==> src/hw/alarm_cfg_pkg.sv <==
// Notes on behaviour
// - Pin0 reading above upper limit sets over flag
// - Pin0 reading below lower limit sets under flag
// - Keep highest pin0 reading, host readable
// - Keep lowest pin0 reading, host readable
// - Pin1 upper limit raises pin1 over status
// - Pin1 lower limit raises pin1 under status
// - Enabled temperature above upper limit sets flag
// - Enabled temperature below lower limit sets flag
// - Serial mask bit5 enables missing frame alarm
// - Bits 4,3 enable lane sync, control alarms
// - Bit2 enables header double-bit ECC alarm
// - Bit1 enables payload checksum alarm
// - Bit0 enables packet length alarm
// - Sensor mask bits 5,4 temperature alarms
// - Sensor mask bits 3,2 pin1 alarms
// - Sensor mask bits 1,0 pin0 alarms
// - Return mask bits 1,0 CRC, link detect
// - Per-lane high-speed polarity inversion bits
// - Separate low-power polarity inversion control
// - Two-bit selector picks voltage-sensed pins
package alarm_cfg_pkg;

	// ----------------------------------------------------------------
	// Register indices; the byte address is four times the index.
	// ----------------------------------------------------------------
	localparam logic [7:0] IDX_PIN0_LIMITS  = 8'h19;
	localparam logic [7:0] IDX_PIN1_LIMITS  = 8'h1a;
	localparam logic [7:0] IDX_TEMP_LIMITS  = 8'h1b;
	localparam logic [7:0] IDX_SERIAL_MASK  = 8'h1c;
	localparam logic [7:0] IDX_SENSOR_MASK  = 8'h1d;
	localparam logic [7:0] IDX_RETURN_MASK  = 8'h1e;
	localparam logic [7:0] IDX_HS_POLARITY  = 8'h20;
	localparam logic [7:0] IDX_LP_POLARITY  = 8'h21;
	localparam logic [7:0] IDX_SENSE_CTRL   = 8'h17;
	localparam logic [7:0] IDX_SENSOR_STAT  = 8'h40;
	localparam logic [7:0] IDX_PIN0_PEAK    = 8'h41;
	localparam logic [7:0] IDX_PIN0_TROUGH  = 8'h42;
	localparam logic [7:0] IDX_ALARM_STAT   = 8'h43;

	// ----------------------------------------------------------------
	// Field layouts and reset values
	// ----------------------------------------------------------------
	localparam int UPPER_LSB = 4;
	localparam int LOWER_LSB = 0;
	localparam int LIMIT_W   = 3;
	localparam int CODE_W    = 8;
	localparam logic [7:0] LIMITS_RST      = 8'h62;
	localparam logic [7:0] LIMITS_WMASK    = 8'h77;
	localparam logic [7:0] SERIAL_MASK_RST = 8'h3f;
	localparam logic [7:0] SERIAL_WMASK    = 8'h3f;
	localparam logic [7:0] SENSOR_MASK_RST = 8'h00;
	localparam logic [7:0] SENSOR_WMASK    = 8'h3f;
	localparam logic [7:0] RETURN_MASK_RST = 8'h00;
	localparam logic [7:0] RETURN_WMASK    = 8'h03;
	localparam logic [7:0] POL_RST         = 8'h00;
	localparam logic [7:0] POL_WMASK       = 8'h1f;
	localparam logic [7:0] SENSE_CTRL_RST  = 8'h3c;
	localparam logic [7:0] SENSE_CTRL_WMASK = 8'hff;
	localparam int SEL_PIN0_BIT  = 0;
	localparam int SEL_PIN1_BIT  = 1;
	localparam int TEMP_EN_BIT   = 2;
	localparam int CLK_LANE_BIT  = 4;
	localparam int LANES         = 4;
	localparam int SERIAL_ALARMS = 6;
	localparam int SENSOR_ALARMS = 6;
	localparam int RETURN_ALARMS = 2;
	localparam logic [7:0] CODE_MAX = 8'hff;

endpackage

==> src/hw/sensor_threshold_alarm_config.sv <==
// Decided for this implementation: the APB slave port.
`timescale 1ns/1ps
module sensor_threshold_alarm_config
	import alarm_cfg_pkg::*;
(
	// Clock and reset
	input  wire logic                     pclk,
	input  wire logic                     presetn,
	// APB slave
	input  wire logic                     psel,
	input  wire logic                     penable,
	input  wire logic                     pwrite,
	input  wire logic [11:0]              paddr,
	input  wire logic [31:0]              pwdata,
	input  wire logic [3:0]               pstrb,
	output logic      [31:0]              prdata,
	output logic                          pready,
	output logic                          pslverr,
	// Sensor conversion results, same clock
	input  wire logic                     pin0_valid,
	input  wire logic [CODE_W-1:0]        pin0_code,
	input  wire logic                     pin1_valid,
	input  wire logic [CODE_W-1:0]        pin1_code,
	input  wire logic                     temp_valid,
	input  wire logic [CODE_W-1:0]        temp_code,
	// Receive and return path conditions, same clock
	input  wire logic [SERIAL_ALARMS-1:0] serial_cond,
	input  wire logic [RETURN_ALARMS-1:0] return_cond,
	// Alarm outputs
	output logic      [SERIAL_ALARMS-1:0] serial_alarm,
	output logic      [SENSOR_ALARMS-1:0] sensor_alarm,
	output logic      [RETURN_ALARMS-1:0] return_alarm,
	// Lane polarity
	input  wire logic [LANES:0]           hs_lane_in,
	input  wire logic [LANES:0]           lp_lane_in,
	output logic      [LANES:0]           hs_lane_out,
	output logic      [LANES:0]           lp_lane_out
);

	// ----------------------------------------------------------------
	// Register file
	// ----------------------------------------------------------------
	logic [7:0] pin0_limits_reg;
	logic [7:0] pin1_limits_reg;
	logic [7:0] temp_limits_reg;
	logic [7:0] serial_mask_reg;
	logic [7:0] sensor_mask_reg;
	logic [7:0] return_mask_reg;
	logic [7:0] hs_pol_reg;
	logic [7:0] lp_pol_reg;
	logic [7:0] sense_ctrl_reg;
	logic [5:0] flags_reg;
	logic [CODE_W-1:0] peak_reg;
	logic [CODE_W-1:0] trough_reg;
	logic [9:0] word_addr;
	logic       wr_en;
	logic       rd_hit;
	logic [7:0] rd_next;

	assign word_addr = paddr[11:2];
	assign wr_en     = psel && penable && pwrite && pstrb[0] && !pslverr;
	assign pready    = 1'b1;
	assign pslverr   = psel && penable && !rd_hit;

	function automatic logic [7:0] merge(input logic [7:0] old, input logic [7:0] wd,
			input logic [7:0] wm, input logic [7:0] rv);
		merge = (wd & wm) | (rv & ~wm);
	endfunction

	always_ff @(posedge pclk or negedge presetn) begin
		if (!presetn) begin
			pin0_limits_reg <= LIMITS_RST;
			pin1_limits_reg <= LIMITS_RST;
			temp_limits_reg <= LIMITS_RST;
			serial_mask_reg <= SERIAL_MASK_RST;
			sensor_mask_reg <= SENSOR_MASK_RST;
			return_mask_reg <= RETURN_MASK_RST;
			hs_pol_reg      <= POL_RST;
			lp_pol_reg      <= POL_RST;
			sense_ctrl_reg  <= SENSE_CTRL_RST;
		end else if (wr_en) begin
			unique case (word_addr[7:0])
				IDX_PIN0_LIMITS: pin0_limits_reg <= merge(pin0_limits_reg, pwdata[7:0],
					LIMITS_WMASK, LIMITS_RST);
				IDX_PIN1_LIMITS: pin1_limits_reg <= merge(pin1_limits_reg, pwdata[7:0],
					LIMITS_WMASK, LIMITS_RST);
				IDX_TEMP_LIMITS: temp_limits_reg <= merge(temp_limits_reg, pwdata[7:0],
					LIMITS_WMASK, LIMITS_RST);
				IDX_SERIAL_MASK: serial_mask_reg <= merge(serial_mask_reg, pwdata[7:0],
					SERIAL_WMASK, SERIAL_MASK_RST);
				IDX_SENSOR_MASK: sensor_mask_reg <= merge(sensor_mask_reg, pwdata[7:0],
					SENSOR_WMASK, SENSOR_MASK_RST);
				IDX_RETURN_MASK: return_mask_reg <= merge(return_mask_reg, pwdata[7:0],
					RETURN_WMASK, RETURN_MASK_RST);
				IDX_HS_POLARITY: hs_pol_reg <= merge(hs_pol_reg, pwdata[7:0],
					POL_WMASK, POL_RST);
				IDX_LP_POLARITY: lp_pol_reg <= merge(lp_pol_reg, pwdata[7:0],
					POL_WMASK, POL_RST);
				IDX_SENSE_CTRL:  sense_ctrl_reg <= merge(sense_ctrl_reg, pwdata[7:0],
					SENSE_CTRL_WMASK, SENSE_CTRL_RST);
				default: ;
			endcase
		end
	end

	// Reserved bits keep their reset value and refused writes land nowhere.
	a_reserved_zero: assert property (@(posedge pclk) disable iff (!presetn)
		((hs_pol_reg | lp_pol_reg) & ~POL_WMASK) == 8'h00
		&& (return_mask_reg & ~RETURN_WMASK) == 8'h00)
		else $error("reserved bits changed");
	a_limits_reserved: assert property (@(posedge pclk) disable iff (!presetn)
		((pin0_limits_reg | pin1_limits_reg | temp_limits_reg) & ~LIMITS_WMASK)
		== (LIMITS_RST & ~LIMITS_WMASK))
		else $error("limit reserved bits changed");
	a_mask_reserved: assert property (@(posedge pclk) disable iff (!presetn)
		(serial_mask_reg & ~SERIAL_WMASK) == 8'h00
		&& (sensor_mask_reg & ~SENSOR_WMASK) == 8'h00)
		else $error("mask reserved bits changed");
	a_refused_write: assert property (@(posedge pclk) disable iff (!presetn)
		psel && penable && pwrite && (pslverr || !pstrb[0])
		|=> $stable({serial_mask_reg, sensor_mask_reg, return_mask_reg, sense_ctrl_reg}))
		else $error("refused write changed a register");
	a_limits_write: assert property (@(posedge pclk) disable iff (!presetn)
		wr_en && word_addr[7:0] == IDX_PIN0_LIMITS
		|=> pin0_limits_reg[UPPER_LSB +: LIMIT_W] == $past(pwdata[UPPER_LSB +: LIMIT_W])
		&& pin0_limits_reg[LOWER_LSB +: LIMIT_W] == $past(pwdata[LOWER_LSB +: LIMIT_W]))
		else $error("pin0 limits write lost");

	// ----------------------------------------------------------------
	// Read mux
	// ----------------------------------------------------------------
	always_comb begin
		rd_hit  = 1'b1;
		rd_next = 8'h00;
		if (word_addr[9:8] != 2'b00) begin
			rd_hit = 1'b0;
		end else begin
			unique case (word_addr[7:0])
				IDX_PIN0_LIMITS: rd_next = pin0_limits_reg;
				IDX_PIN1_LIMITS: rd_next = pin1_limits_reg;
				IDX_TEMP_LIMITS: rd_next = temp_limits_reg;
				IDX_SERIAL_MASK: rd_next = serial_mask_reg;
				IDX_SENSOR_MASK: rd_next = sensor_mask_reg;
				IDX_RETURN_MASK: rd_next = return_mask_reg;
				IDX_HS_POLARITY: rd_next = hs_pol_reg;
				IDX_LP_POLARITY: rd_next = lp_pol_reg;
				IDX_SENSE_CTRL:  rd_next = sense_ctrl_reg;
				IDX_SENSOR_STAT: rd_next = {2'b00, flags_reg};
				IDX_PIN0_PEAK:   rd_next = peak_reg;
				IDX_PIN0_TROUGH: rd_next = trough_reg;
				IDX_ALARM_STAT:  rd_next = {2'b00, sensor_alarm};
				default:         rd_hit = 1'b0;
			endcase
		end
	end

	always_ff @(posedge pclk or negedge presetn) begin
		if (!presetn) begin
			prdata <= 32'h0000_0000;
		end else if (psel && !penable && !pwrite) begin
			prdata <= {24'h00_0000, rd_next};
		end
	end

	// Read data is taken at setup and stands through the access phase.
	a_read_stands: assert property (@(posedge pclk) disable iff (!presetn)
		psel && penable
		|=> $stable(prdata))
		else $error("read data moved in access");
	a_read_upper: assert property (@(posedge pclk) disable iff (!presetn)
		prdata[31:8] == 24'h00_0000)
		else $error("read data upper bits set");
	a_peak_read: assert property (@(posedge pclk) disable iff (!presetn)
		psel && !penable && !pwrite && paddr[11:2] == {2'b00, IDX_PIN0_PEAK}
		|=> prdata[CODE_W-1:0] == $past(peak_reg))
		else $error("peak read wrong");
	a_trough_read: assert property (@(posedge pclk) disable iff (!presetn)
		psel && !penable && !pwrite && paddr[11:2] == {2'b00, IDX_PIN0_TROUGH}
		|=> prdata[CODE_W-1:0] == $past(trough_reg))
		else $error("trough read wrong");

	// ----------------------------------------------------------------
	// Threshold comparison
	// ----------------------------------------------------------------
	// A 3-bit limit code maps to the top bits of the reading code space.
	function automatic logic [CODE_W-1:0] scale(input logic [LIMIT_W-1:0] lim);
		scale = {lim, {(CODE_W-LIMIT_W){1'b0}}};
	endfunction

	logic pin0_sel;
	logic pin1_sel;
	logic temp_en;
	assign pin0_sel = sense_ctrl_reg[SEL_PIN0_BIT];
	assign pin1_sel = sense_ctrl_reg[SEL_PIN1_BIT];
	assign temp_en  = sense_ctrl_reg[TEMP_EN_BIT];

	// Flags order: 5 temp over, 4 temp under, 3/2 pin1, 1/0 pin0.
	always_ff @(posedge pclk or negedge presetn) begin
		if (!presetn) begin
			flags_reg <= 6'h00;
		end else begin
			if (pin0_valid) begin
				flags_reg[1] <= pin0_sel &&
					(pin0_code > scale(pin0_limits_reg[UPPER_LSB +: LIMIT_W]));
				flags_reg[0] <= pin0_sel &&
					(pin0_code < scale(pin0_limits_reg[LOWER_LSB +: LIMIT_W]));
			end
			if (pin1_valid) begin
				flags_reg[3] <= pin1_sel &&
					(pin1_code > scale(pin1_limits_reg[UPPER_LSB +: LIMIT_W]));
				flags_reg[2] <= pin1_sel &&
					(pin1_code < scale(pin1_limits_reg[LOWER_LSB +: LIMIT_W]));
			end
			if (temp_valid) begin
				flags_reg[5] <= temp_en &&
					(temp_code > scale(temp_limits_reg[UPPER_LSB +: LIMIT_W]));
				flags_reg[4] <= temp_en &&
					(temp_code < scale(temp_limits_reg[LOWER_LSB +: LIMIT_W]));
			end
		end
	end

	// Each flag follows the last conversion of its own sensor and nothing else.
	a_pin0_over: assert property (@(posedge pclk) disable iff (!presetn)
		pin0_valid && pin0_sel && pin0_code > scale(pin0_limits_reg[UPPER_LSB +: LIMIT_W])
		|=> flags_reg[1])
		else $error("pin0 over flag missing");
	a_pin0_under: assert property (@(posedge pclk) disable iff (!presetn)
		pin0_valid && pin0_sel && pin0_code < scale(pin0_limits_reg[LOWER_LSB +: LIMIT_W])
		|=> flags_reg[0])
		else $error("pin0 under flag missing");
	a_pin0_inrange: assert property (@(posedge pclk) disable iff (!presetn)
		pin0_valid && pin0_code <= scale(pin0_limits_reg[UPPER_LSB +: LIMIT_W])
		&& pin0_code >= scale(pin0_limits_reg[LOWER_LSB +: LIMIT_W])
		|=> flags_reg[1:0] == 2'b00)
		else $error("pin0 flag inside limits");
	a_pin0_unsel: assert property (@(posedge pclk) disable iff (!presetn)
		pin0_valid && !pin0_sel
		|=> flags_reg[1:0] == 2'b00)
		else $error("pin0 flag while unselected");
	a_pin1_over: assert property (@(posedge pclk) disable iff (!presetn)
		pin1_valid && pin1_sel && pin1_code > scale(pin1_limits_reg[UPPER_LSB +: LIMIT_W])
		|=> flags_reg[3])
		else $error("pin1 over flag missing");
	a_pin1_under: assert property (@(posedge pclk) disable iff (!presetn)
		pin1_valid && pin1_sel && pin1_code < scale(pin1_limits_reg[LOWER_LSB +: LIMIT_W])
		|=> flags_reg[2])
		else $error("pin1 under flag missing");
	a_pin1_unsel: assert property (@(posedge pclk) disable iff (!presetn)
		pin1_valid && !pin1_sel
		|=> flags_reg[3:2] == 2'b00)
		else $error("pin1 flag while unselected");
	a_temp_over: assert property (@(posedge pclk) disable iff (!presetn)
		temp_valid && temp_en && temp_code > scale(temp_limits_reg[UPPER_LSB +: LIMIT_W])
		|=> flags_reg[5])
		else $error("temp over flag missing");
	a_temp_under: assert property (@(posedge pclk) disable iff (!presetn)
		temp_valid && temp_en && temp_code < scale(temp_limits_reg[LOWER_LSB +: LIMIT_W])
		|=> flags_reg[4])
		else $error("temp under flag missing");
	a_temp_off: assert property (@(posedge pclk) disable iff (!presetn)
		temp_valid && !temp_en
		|=> flags_reg[5:4] == 2'b00)
		else $error("temp flag while disabled");
	a_flags_hold: assert property (@(posedge pclk) disable iff (!presetn)
		!pin0_valid && !pin1_valid && !temp_valid
		|=> $stable(flags_reg))
		else $error("flags moved without conversion");

	// Peak and trough track only while pin 0 is sensed.
	always_ff @(posedge pclk or negedge presetn) begin
		if (!presetn) begin
			peak_reg   <= '0;
			trough_reg <= CODE_MAX;
		end else if (pin0_valid && pin0_sel) begin
			if (pin0_code > peak_reg) begin
				peak_reg <= pin0_code;
			end
			if (pin0_code < trough_reg) begin
				trough_reg <= pin0_code;
			end
		end
	end

	// Extremes only widen, and only on a sensed pin 0 conversion.
	a_peak_tracks: assert property (@(posedge pclk) disable iff (!presetn)
		pin0_valid && pin0_sel
		|=> peak_reg >= $past(pin0_code))
		else $error("peak below reading");
	a_trough_tracks: assert property (@(posedge pclk) disable iff (!presetn)
		pin0_valid && pin0_sel
		|=> trough_reg <= $past(pin0_code))
		else $error("trough above reading");
	a_peak_hold: assert property (@(posedge pclk) disable iff (!presetn)
		!(pin0_valid && pin0_sel)
		|=> $stable(peak_reg) && $stable(trough_reg))
		else $error("extremes moved while idle");
	a_peak_monotone: assert property (@(posedge pclk) disable iff (!presetn)
		1'b1
		|=> peak_reg >= $past(peak_reg) && trough_reg <= $past(trough_reg))
		else $error("extremes moved backwards");

	// ----------------------------------------------------------------
	// Alarm gating
	// ----------------------------------------------------------------
	always_ff @(posedge pclk or negedge presetn) begin
		if (!presetn) begin
			serial_alarm <= '0;
			sensor_alarm <= '0;
			return_alarm <= '0;
		end else begin
			serial_alarm <= serial_cond
				& serial_mask_reg[SERIAL_ALARMS-1:0];
			sensor_alarm <= flags_reg & sensor_mask_reg[SENSOR_ALARMS-1:0];
			return_alarm <= return_cond & return_mask_reg[RETURN_ALARMS-1:0];
		end
	end

	// Every alarm is its condition of one cycle ago under its mask bit.
	a_sensor_gate: assert property (@(posedge pclk) disable iff (!presetn)
		1'b1
		|=> sensor_alarm == ($past(flags_reg) & $past(sensor_mask_reg[SENSOR_ALARMS-1:0])))
		else $error("sensor alarm not gated");
	a_serial_gate: assert property (@(posedge pclk) disable iff (!presetn)
		!serial_mask_reg[5]
		|=> !serial_alarm[5])
		else $error("frame alarm while masked");
	a_serial_all: assert property (@(posedge pclk) disable iff (!presetn)
		1'b1
		|=> serial_alarm == ($past(serial_cond) & $past(serial_mask_reg[SERIAL_ALARMS-1:0])))
		else $error("serial alarm not gated");
	a_return_gate: assert property (@(posedge pclk) disable iff (!presetn)
		1'b1
		|=> return_alarm == ($past(return_cond) & $past(return_mask_reg[RETURN_ALARMS-1:0])))
		else $error("return alarm not gated");

	// ----------------------------------------------------------------
	// Lane polarity
	// ----------------------------------------------------------------
	genvar g;
	generate
		for (g = 0; g <= LANES; g++) begin : g_lane
			assign hs_lane_out[g] = hs_lane_in[g] ^ hs_pol_reg[g];
			assign lp_lane_out[g] = lp_lane_in[g] ^ lp_pol_reg[g];
		end
	endgenerate

	// The clock lane follows its input with the selected sense.
	a_hs_polarity: assert property (@(posedge pclk) disable iff (!presetn)
		hs_lane_out[CLK_LANE_BIT]
		== (hs_lane_in[CLK_LANE_BIT] ^ hs_pol_reg[CLK_LANE_BIT]))
		else $error("clock lane polarity wrong");

endmodule

==> config.mk <==
export PLATFORM = sky130hd
export DESIGN_NAME = sensor_threshold_alarm_config
export DESIGN_NICKNAME = d
export VERILOG_FILES = /design/src/hw/alarm_cfg_pkg.sv /design/src/hw/sensor_threshold_alarm_config.sv
export SDC_FILE = /design/constraint.sdc
export NUM_CORES = 1
export LEC_CHECK = 0
export BUFFER_PORTS_ARGS = -buffer_cell sky130_fd_sc_hd__buf_2
export CAP_MARGIN = 20
export CORE_ASPECT_RATIO = 1.5
export CORE_MARGIN = 1
export CORE_UTILIZATION = 53
export DETAILED_ROUTE_END_ITERATION = 10
export GPL_TIMING_DRIVEN = 0
export PLACE_DENSITY = 0.93
export SLEW_MARGIN = 20
export SYNTH_ARGS = -nofsm -noshare
export SYNTH_HDL_FRONTEND = slang
export SYNTH_SLANG_ARGS = --single-unit
==> constraint.sdc <==
create_clock -name pclk -period 3 [get_ports pclk]
set_input_delay 0.3 -clock pclk [delete_from_list [all_inputs] [get_ports pclk]]
set_output_delay 0.3 -clock pclk [all_outputs]
set_load 0.02 [all_outputs]
==> results.cfg, run 1 <==
[outcome]
outcome = complete, but fails checks
failed_checks = design-rule violations

[floorplanning]
die_w_um = 84.0
floorplan.die.height_um = 125
die-area_sq_um = 10500
core_area_sq_um = 9740
start_util_pct = 54.9
io-pin-count = 156
core.rowCount = 44

[route]
drt-initial-drc-count = 302
ant_nets = 0
drcViolationCount = 30
wl_per_cell_um = 18.3
routed-via-count = 4222
routed_via_density = 5.75
post_route_wl_um = 13400
drtPass1Iterations = 8

[worst_setup_path]
timing.critical_path.fanout_max = 10
regToRegSetupSlack_ps = 690
cp-start-kind = input port
worst_ep_required_time_ps = 3180
critical_path_arrival_ps = 2500
end_kind = flop
worst_path_class_setup = input port to flop

[layout]
fillerInstances = 703
stdcell_count = 734
drive_gt1_share_pct = 41.4
area_growth_pct = 20.2
register_area_sq_um = 2390
num-nets-final = 743
antenna_cells_inserted = 0
area_of_the_multi_input_gates_sq_um = 2630

[timing]
min_period_over_period_pct = 77.5
fin_tns_setup_ps = 0
setup_repair_after_global_routing_missed_its_margin = no
report.final.hold_viol_count = 0
setup_viols_final = 0
clock_skew_ps = 7.29
maxSlewViolCount = 0
fin_ws_ps = 676
worst_slew_pin_slew_ps = 1030
max-slew-margin-rel_pct = 29.3
maxClockFrequency_mhz = 430
post_layout_minimum_cycle_time_ps = 2320

[logic_synthesis]
avgSynthCellArea_sq_um = 11.1
ys_seq_area_share_pct = 44.6
synth_common_cells = 67 x sky130_fd_sc_hd__dfrtp_1, 67 x sky130_fd_sc_hd__mux2_2, 39 x sky130_fd_sc_hd__inv_1
synth_area_leader_cell = sky130_fd_sc_hd__dfrtp_1
synth_edf_count = 0
synth_cell_type_count = 55
synth_top_cells_by_area = sky130_fd_sc_hd__dfrtp_1 31%, sky130_fd_sc_hd__mux2_2 14%, sky130_fd_sc_hd__dfstp_2 13%
post_synth_instance_area_sq_um = 5350
synth_seq_cells = 94
synthArstFlopShare_pct = 100
yosysWarningCount = 0
synth_top_area_share_pct = 31.4
post_synth_inst_count = 480
most_used_flip_flop_cell_after_synthesis = sky130_fd_sc_hd__dfrtp_1

[cts]
clock-root-buffer = sky130_fd_sc_hd__clkbuf_16
cts_tree = done
clock_sink_count = 94
cts_setup_buffers = 0
clock_latency_ps = 340
number_of_buffers_inserted_during_clock_tree_synthesis = 9
cts_buffer_depth = 2
cts.reportedPaths.clkPinSlew_ps = 60
ctsHtreeMaxLevel = 3
cts_repair_resize_count = 0

[power_and_ir_drop]
power.leakage_nw = 3.21
powerDensity_nw_per_um2 = 429
vdd.ir_drop.worst_mv = 0.325

[grt]
grt_antenna_before_repair = 0
grt_max_degree = 51
first_global_vias = 4285
grt_first_pass_wirelength_um = 21200
globalRouteTotalUtil_pct = 26.3
grt_overflow_total = 0

[placement]
pre_cts_slack_ps = 419
routabilityCongestion = 0.899
dpl.cell_count = 718
input_output_buffers = 99
detailedPlacementHpwl_um = 10400

[worst_hold_path]
hold_path.class = input port to flop

[job]
timing.max_cap.violations = 0
[critical path, stage by stage]
cell,delay (ps)
sky130_fd_sc_hd__buf_2,110
sky130_fd_sc_hd__buf_2,250
sky130_fd_sc_hd__buf_2,310
sky130_fd_sc_hd__mux4_2,350
sky130_fd_sc_hd__nand2_1,80
sky130_fd_sc_hd__o21ai_0,100
sky130_fd_sc_hd__a2111oi_0,830
sky130_fd_sc_hd__o21ai_0,160
[power by group]
part           internal, W  total, W  leakage (nW)  switching (W)
Clock             0.000728   0.00120         0.149       0.000470
Sequential         0.00127   0.00128          1.21     0.00000364
Combinational     0.000112  0.000282          1.85       0.000170
Total              0.00211   0.00276          3.21       0.000644
[layout make-up]
class | count | area share [%]
clock buffer | 10 | 3.56
sequential | 94 | 37.1
inverter | 39 | 2.28
multi-input combinational | 328 | 40.9
tap | 115 | 2.24
timing repair buffer | 101 | 8.33
buffer | 42 | 4.20
clock inverter | 5 | 1.32
[cell families (layout without fill, tap and decap cells)]
family	Yosys count	in the layout	synth area share (%)
other	2	25	0.140
muxes	81	81	17.7
xor gates and xnor gates	10	10	1.64
and+or+nand+nor	103	103	11.1
adders and majority gates	30	30	7.02
AOI/OAI and AO/OA	79	79	10.1
DFF	94	94	44.6
buffers and inverters	81	197	7.79
[worst paths after layout]
kind | start | to | cells past startpoint
min | serial_cond[5] | serial_alarm[5] | 2
max | paddr[3] | prdata[4] | 8
min in group asynchronous | presetn | lp_pol_reg[1] | 2
max reg2reg | trough_reg[4] | trough_reg[4] | 9
max in group asynchronous | presetn | temp_limits_reg[5] | 3
min reg2reg | prdata[3] | prdata[3] | 2
[layer usage]
| layer | wire length [um] | global-route usage, % |
|---|---|---|
| met1 | 4850 | 28.2 |
| met2 | 7190 | 49.0 |
| met3 | 737 | 4.22 |
| met4 | 657 | 13.7 |
| met5 | 0 | 0 |
[stage by stage]
stage | instance area (sq um) | total power [W] | util (%) | hold slack [ps]
after detailed placement | 6100 | 0.00158 | 62.6 | 335
after CTS | 6430 | 0.00277 | 66.0 | 168
after global placement | 6070 | 0.00156 | 62.3 | 466
after global routing | 6430 | 0.00284 | 66.0 | 172
final | 6430 | 0.00276 | 66.0 | 171
after floorplan | 5430 | 0.00145 | - | 4.41
[repair_timing]
action / in CTS / in global routing
hold buffers: 1 / 0
endpoints found under the hold margin: 31 / 0
setup endpoints to repair: 0 / 0
[placed cells by master, fill, tap and decap left out, drive strengths merged, types with 5 or more instances in the layout]
| cell type | n |
|---|---|
| o21a | 6 |
| mux2i | 10 |
| nand4 | 7 |
| inv | 39 |
| ha | 30 |
| nor3 | 9 |
| a22o | 5 |
| dfstp | 27 |
| mux2 | 67 |
| and2 | 17 |
| dfrtp | 67 |
| nor2b | 8 |
| xor2 | 10 |
| conb | 25 |
| nand3 | 10 |
| a21oi | 7 |
| clkbuf | 14 |
| nor2 | 9 |
| nand2 | 26 |
| o21ai | 25 |
| buf | 138 |
| a22oi | 11 |
No activity file was read; power rests on OpenSTA's default activity.
==> inputs of run 2 (changes only) <==
--- a/config.mk
+++ b/config.mk
@@ -5,6 +5,7 @@
 export SDC_FILE = /design/constraint.sdc
 export NUM_CORES = 1
 export LEC_CHECK = 0
+export ABC_AREA = 1
 export BUFFER_PORTS_ARGS = -buffer_cell sky130_fd_sc_hd__buf_2
 export CAP_MARGIN = 20
 export CORE_ASPECT_RATIO = 1.5
==> constraint.sdc (replaced) <==
create_clock -name pclk -period 2.2 [get_ports pclk]
set_input_delay 0.22 -clock pclk [delete_from_list [all_inputs] [get_ports pclk]]
set_output_delay 0.22 -clock pclk [all_outputs]
set_load 0.02 [all_outputs]
==> results.cfg, run 2 <==
[outcome]
outcome = completed

[cts]
clock_latency_ps = 360
cts_tree = done
cts_buffer_depth = 2
ctsHtreeMaxLevel = 3
clock-root-buffer = sky130_fd_sc_hd__clkbuf_16
cts.reportedPaths.clkPinSlew_ps = 70
number_of_buffers_inserted_during_clock_tree_synthesis = 9
clock_sink_count = 94
cts_setup_buffers = 0

[worst_setup_path]
timing.critical_path.mode_cell = sky130_fd_sc_hd__nand2_1
path_cells = inv_1, ha_1, a21oi_1, nor2_1, a211oi_4, nand3_2, nand2_1, nand2_1
worst_ep_required_time_ps = 2490
critical_path_arrival_ps = 2330
critical-path-max-stage-delay_ps = 540
r2r.worst_path.cells = 8
critical_path.slowest_cell = sky130_fd_sc_hd__dfstp_2
timing.critical_path.fanout_max = 9
worst_path_class_setup = flop to flop
cp-start-kind = flop
end_kind = flop

[logic_synthesis]
synth_common_cells = 283 x sky130_fd_sc_hd__nand2_1, 77 x sky130_fd_sc_hd__inv_1, 67 x sky130_fd_sc_hd__dfrtp_1
synthArstFlopShare_pct = 100
synth_edf_count = 0
avgSynthCellArea_sq_um = 7.59
post_synth_inst_count = 736
synth_top_area_share_pct = 30.0
synth_area_leader_cell = sky130_fd_sc_hd__dfrtp_1
yosysWarningCount = 0
synth_top_cells_by_area = sky130_fd_sc_hd__dfrtp_1 30%, sky130_fd_sc_hd__nand2_1 19%, sky130_fd_sc_hd__dfstp_2 13%
ys_seq_area_share_pct = 42.7
yosysMostFrequentCell = sky130_fd_sc_hd__nand2_1
synth_seq_cells = 94
synth_cell_type_count = 32
most_used_flip_flop_cell_after_synthesis = sky130_fd_sc_hd__dfrtp_1
post_synth_instance_area_sq_um = 5590

[timing]
post_layout_minimum_cycle_time_ps = 2040
clock_skew_ps = 10.6
final.hold.worst_slack_ps = 45.7
min_period_over_period_pct = 92.7
setup_viols_final = 0
maxClockFrequency_mhz = 491
setup_repair_after_global_routing_missed_its_margin = no
maxSlewViolCount = 0
fin_tns_setup_ps = 0
max-slew-margin-rel_pct = 33.2
report.final.hold_viol_count = 0
fin_ws_ps = 161
worst_slew_pin_slew_ps = 998

[floorplanning]
core_area_sq_um = 10200
start_util_pct = 54.8
io-pin-count = 156
die-area_sq_um = 11000
die_w_um = 85.8
floorplan.die.height_um = 128
core.rowCount = 45

[power_and_ir_drop]
powerDensity_nw_per_um2 = 566
vdd.ir_drop.worst_mv = 0.414
p_sw_share_pct = 24.5
power.share.clock_pct = 44.6
design_internal_power_w = 0.00287
power.sequential.fraction_pct = 45.6
total_power_w = 0.00380
net-switching-power_w = 0.000930
power.leakage_nw = 3.70
power.share.combinational_pct = 9.9

[job]
timing.max_cap.violations = 0

[layout]
drive_gt1_share_pct = 23.3
antenna_cells_inserted = 0
area_growth_pct = 20.2
num-nets-final = 997
finalCoreUtilization_pct = 65.9
final_cell_mix = 283 x sky130_fd_sc_hd__nand2_1, 100 x sky130_fd_sc_hd__buf_2, 77 x sky130_fd_sc_hd__inv_1, 67 x sky130_fd_sc_hd__dfrtp_1, 45 x sky130_fd_sc_hd__nor2_1
final_common_cell = sky130_fd_sc_hd__nand2_1

[worst_hold_path]
hold_path.class = input port to flop
hold_depth = 3

[grt]
grt_first_pass_wirelength_um = 24100
grt_max_degree = 55
grt_antenna_before_repair = 0
grt_overflow_total = 0
globalRouteTotalUtil_pct = 28.8
first_global_vias = 5152

[route]
routed-via-count = 5429
drt-initial-drc-count = 456
post_route_wl_um = 15100
drtPass1Iterations = 5
wl_per_cell_um = 14.8
routed_via_density = 5.35
drcViolationCount = 0
ant_nets = 0

[placement]
pre_cts_slack_ps = -47.0
input_output_buffers = 97
detailedPlacementHpwl_um = 11400
routabilityCongestion = 0.937
-- run 2: changes by cell type after synthesis, sizes merged, moves of 8 or more --
cell / before / now
nand2: 26 / 289
mux2: 67 / 0
nor2: 9 / 60
inv: 39 / 84
nand4: 7 / 33
nand3: 10 / 34
and2: 17 / 0
a21oi: 7 / 21
a22oi: 11 / 0
mux2i: 10 / 0
buf: 38 / 30
nor2b: 8 / 0
nor3: 9 / 1
-- run 2: layout make-up --
cell class	instances	area [sq um]
sequential	94	2390
timing repair buffer	99	529
fill	789	3470
buffer	34	231
inverter	86	323
clock buffer	10	229
multi-input combinational	545	2750
clock inverter	6	93.8
tap	141	176
-- run 2: repair_timing --
action                                 4_1_cts  5_1_grt
setup endpoints to repair                    8       16
hold buffers                                 1        0
endpoints found under the hold margin       31        0
resized for setup                            1        3
cloned                                       0        0
-- run 2: cell families after synthesis --
kind of cell,after synthesis,share of synthesized area (%)
other cells,2,0.134
compound gates,58,5.55
xor+xnor,10,1.57
simple gates,422,33.4
flops,94,42.7
fa+ha+maj,30,6.72
buf+inv,120,9.90
-- run 2: power groups by stage --
stage               Sequential [W]  Clock [W]  Combinational, W
global route               0.00173    0.00178          0.000412
global placement           0.00176          0          0.000349
floorplan                  0.00176          0          0.000196
finish                     0.00173    0.00169          0.000375
detailed placement         0.00176          0          0.000365
CTS                        0.00173    0.00171          0.000372
-- run 2: path summary, 6_finish.rpt --
kind	start	slack (ps)	to
worst min register to register	trough_reg[1]	460	trough_reg[1]
worst max register to register	trough_reg[5]	160	trough_reg[0]
min in group asynchronous	presetn	350	peak_reg[4]
worst max-delay path	trough_reg[5]	160	trough_reg[0]
worst min-delay path	return_cond[0]	50	return_alarm[0]
max in group asynchronous	presetn	1220	sense_ctrl_reg[2]
-- run 2: critical path, delay by kind of cell, from the launching register on --
family                   cells  cell delay (ps)
AO/OA/AOI/OAI                2              550
flip-flops                   1              540
AND/OR/NAND/NOR              4              520
adder cells (fa/ha/maj)      1              290
buffers and inverters        1               70
-- run 2: stage by stage --
| step | cell area [sq um] | instances |
|---|---|---|
| 2_1_floorplan | 5670 | 759 |
| 3_3_place_gp | 6340 | 997 |
| 3_5_place_dp | 6370 | 998 |
| 4_1_cts | 6710 | 1015 |
| 5_1_grt | 6720 | 1015 |
| 6_report | 6720 | 1015 |
-- run 2: routing by layer --
| metal | global-route usage [%] | routed length (um) | up-vias |
|---|---|---|---|
| met2 | 48.6 | 7490 | 277 |
| li1 | - | - | 2553 |
| met4 | 21.7 | 1010 | 0 |
| met5 | 0 | 0 | - |
| met3 | 4.25 | 963 | 79 |
| met1 | 32.8 | 5610 | 2520 |
==> inputs of run 3 (changes only) <==
--- a/config.mk
+++ b/config.mk
@@ -5,7 +5,6 @@
 export SDC_FILE = /design/constraint.sdc
 export NUM_CORES = 1
 export LEC_CHECK = 0
-export ABC_AREA = 1
 export BUFFER_PORTS_ARGS = -buffer_cell sky130_fd_sc_hd__buf_2
 export CAP_MARGIN = 20
 export CORE_ASPECT_RATIO = 1.5
==> results.cfg, run 3 (synthesis results as in run 1) <==
[timing]
max-slew-margin-rel_pct = 39.2
setup_repair_after_global_routing_missed_its_margin = no
post_layout_minimum_cycle_time_ps = 2120
setup_viols_final = 0
report.final.hold_viol_count = 0
clock_skew_ps = 7.15
worst_slew_pin_slew_ps = 905
maxSlewViolCount = 0
min_period_over_period_pct = 96.2
maxClockFrequency_mhz = 472

[power_and_ir_drop]
power.leakage_nw = 3.22
vdd.ir_drop.worst_mv = 0.444
powerDensity_nw_per_um2 = 583
total_power_w = 0.00376

[cts]
number_of_buffers_inserted_during_clock_tree_synthesis = 9
clock_sink_count = 94
cts_buffer_depth = 2
clock_latency_ps = 340
cts_tree = done
ctsHtreeMaxLevel = 3
cts.reportedPaths.clkPinSlew_ps = 70
clock-root-buffer = sky130_fd_sc_hd__clkbuf_16

[grt]
grt_max_degree = 51
grt_antenna_before_repair = 0
grt_first_pass_wirelength_um = 21200
globalRouteTotalUtil_pct = 26.4
first_global_vias = 4299
grt_overflow_total = 0

[worst_setup_path]
worstReg2RegEnd = trough_reg[3]
cp-start-kind = flop
worst_path_class_setup = flop to flop
worstReg2RegStart = trough_reg[4]
critical_path_arrival_ps = 2380
setup.worst_path.start = trough_reg[4]
regToRegSetupSlack_ps = 80
worst_ep_required_time_ps = 2470
end_kind = flop
r2r.worst_path.cells = 9
timing.critical_path.fanout_max = 8

[route]
drt-initial-drc-count = 311
drtPass1Iterations = 8
wl_per_cell_um = 18.3
routed_via_density = 5.75
post_route_wl_um = 13500
drcViolationCount = 30
routed-via-count = 4229
ant_nets = 0

[layout]
area_growth_pct = 20.8
final_common_cell = sky130_fd_sc_hd__buf_2
final_cell_mix = 107 x sky130_fd_sc_hd__buf_2, 67 x sky130_fd_sc_hd__mux2_2, 67 x sky130_fd_sc_hd__dfrtp_1, 39 x sky130_fd_sc_hd__inv_1, 29 x sky130_fd_sc_hd__ha_1
antenna_cells_inserted = 0
stdcell_count = 735
drive_gt1_share_pct = 41.8
fillerInstances = 699
num-nets-final = 744

[worst_hold_path]
hold_path.class = input port to flop
worstHoldStart = serial_cond[5]
hold_depth = 2
sink_of_the_worst_hold_path = serial_alarm[5]

[floorplanning]
floorplan.die.height_um = 125
core.rowCount = 44
die_w_um = 84.0
core_area_sq_um = 9740
io-pin-count = 156
start_util_pct = 54.9
die-area_sq_um = 10500

[outcome]
outcome = complete, but fails checks
failed_checks = design-rule violations

[placement]
input_output_buffers = 99
detailedPlacementHpwl_um = 10400
dpl.cell_count = 718
routabilityCongestion = 0.899

[job]
timing.max_cap.violations = 0
[run 3: cell count changes in the layout (fill, tap and decap cells not counted), sizes merged, moves of 24 or more]
cell and change:
nand2 -263, mux2 +67, nor2 -51, inv -47, nand4 -26, nand3 -24
[run 3: metrics by stage]
step | hold WS [ps] | TNS [ps] | util, % | setup WS (ps) | area (sq um)
after floorplan | -75.6 | 0 | - | 78.4 | 5430
after global placement | 433 | -671 | 62.3 | -292 | 6070
after detailed placement | 255 | -1120 | 62.6 | -301 | 6100
after CTS | 87.9 | 0 | 66.3 | 17.1 | 6460
after global routing | 92.4 | 0 | 66.3 | 17.8 | 6460
final | 91.5 | 0 | 66.3 | 82.6 | 6460
[run 3: critical path: stages, from the launching register on]
cell and delay [ps]:
sky130_fd_sc_hd__dfstp_2 530, sky130_fd_sc_hd__inv_1 60, sky130_fd_sc_hd__ha_4 210, sky130_fd_sc_hd__a21o_1 170, sky130_fd_sc_hd__a21o_1 160, sky130_fd_sc_hd__a21oi_2 130, sky130_fd_sc_hd__o21ai_1 80, sky130_fd_sc_hd__a211o_1 270
sky130_fd_sc_hd__buf_6 150, sky130_fd_sc_hd__mux2_2 280
[run 3: how the worst max path moves through the flow]
stage	slack (ps)	cells past startpoint	end
after floorplan	80	9	trough_reg[0]
after global placement	-290	8	prdata[4]
after detailed placement	-300	8	prdata[4]
after CTS	20	6	prdata[4]
after global routing	20	8	trough_reg[3]
final	80	9	trough_reg[3]
[run 3: layout make-up]
class	count	area, sq um	area share, %
clock buffers	10	229	3.54
multi-input cells	328	2650	41.0
flip-flops and latches	94	2390	36.9
repair buffers	102	543	8.40
well taps	115	144	2.23
clock inverters	5	85.1	1.32
plain buffers	42	279	4.32
inverters	39	146	2.27
[run 3: what timing repair did]
item,in CTS,in global routing
resized for setup,4,2
setup buffers,1,0
setup endpoints to repair,8,13
endpoints found under the hold margin,31,0
hold buffers,1,0
pin swaps,0,3
[run 3: report_power, final]
group | switching, W | internal [W] | leakage, nW | total (W)
Combinational | 0.000233 | 0.000154 | 1.86 | 0.000387
Sequential | 0.00000488 | 0.00174 | 1.21 | 0.00174
Clock | 0.000642 | 0.000993 | 0.149 | 0.00163
[run 3: per-layer routing]
metal / vias up / track usage (%) / routed length (um)
met1: 2061 / 28.0 / 4880
met5: - / 0 / 0
met3: 45 / 4.16 / 709
met2: 190 / 49.2 / 7230
li1: 1933 / - / -
met4: 0 / 14.3 / 657
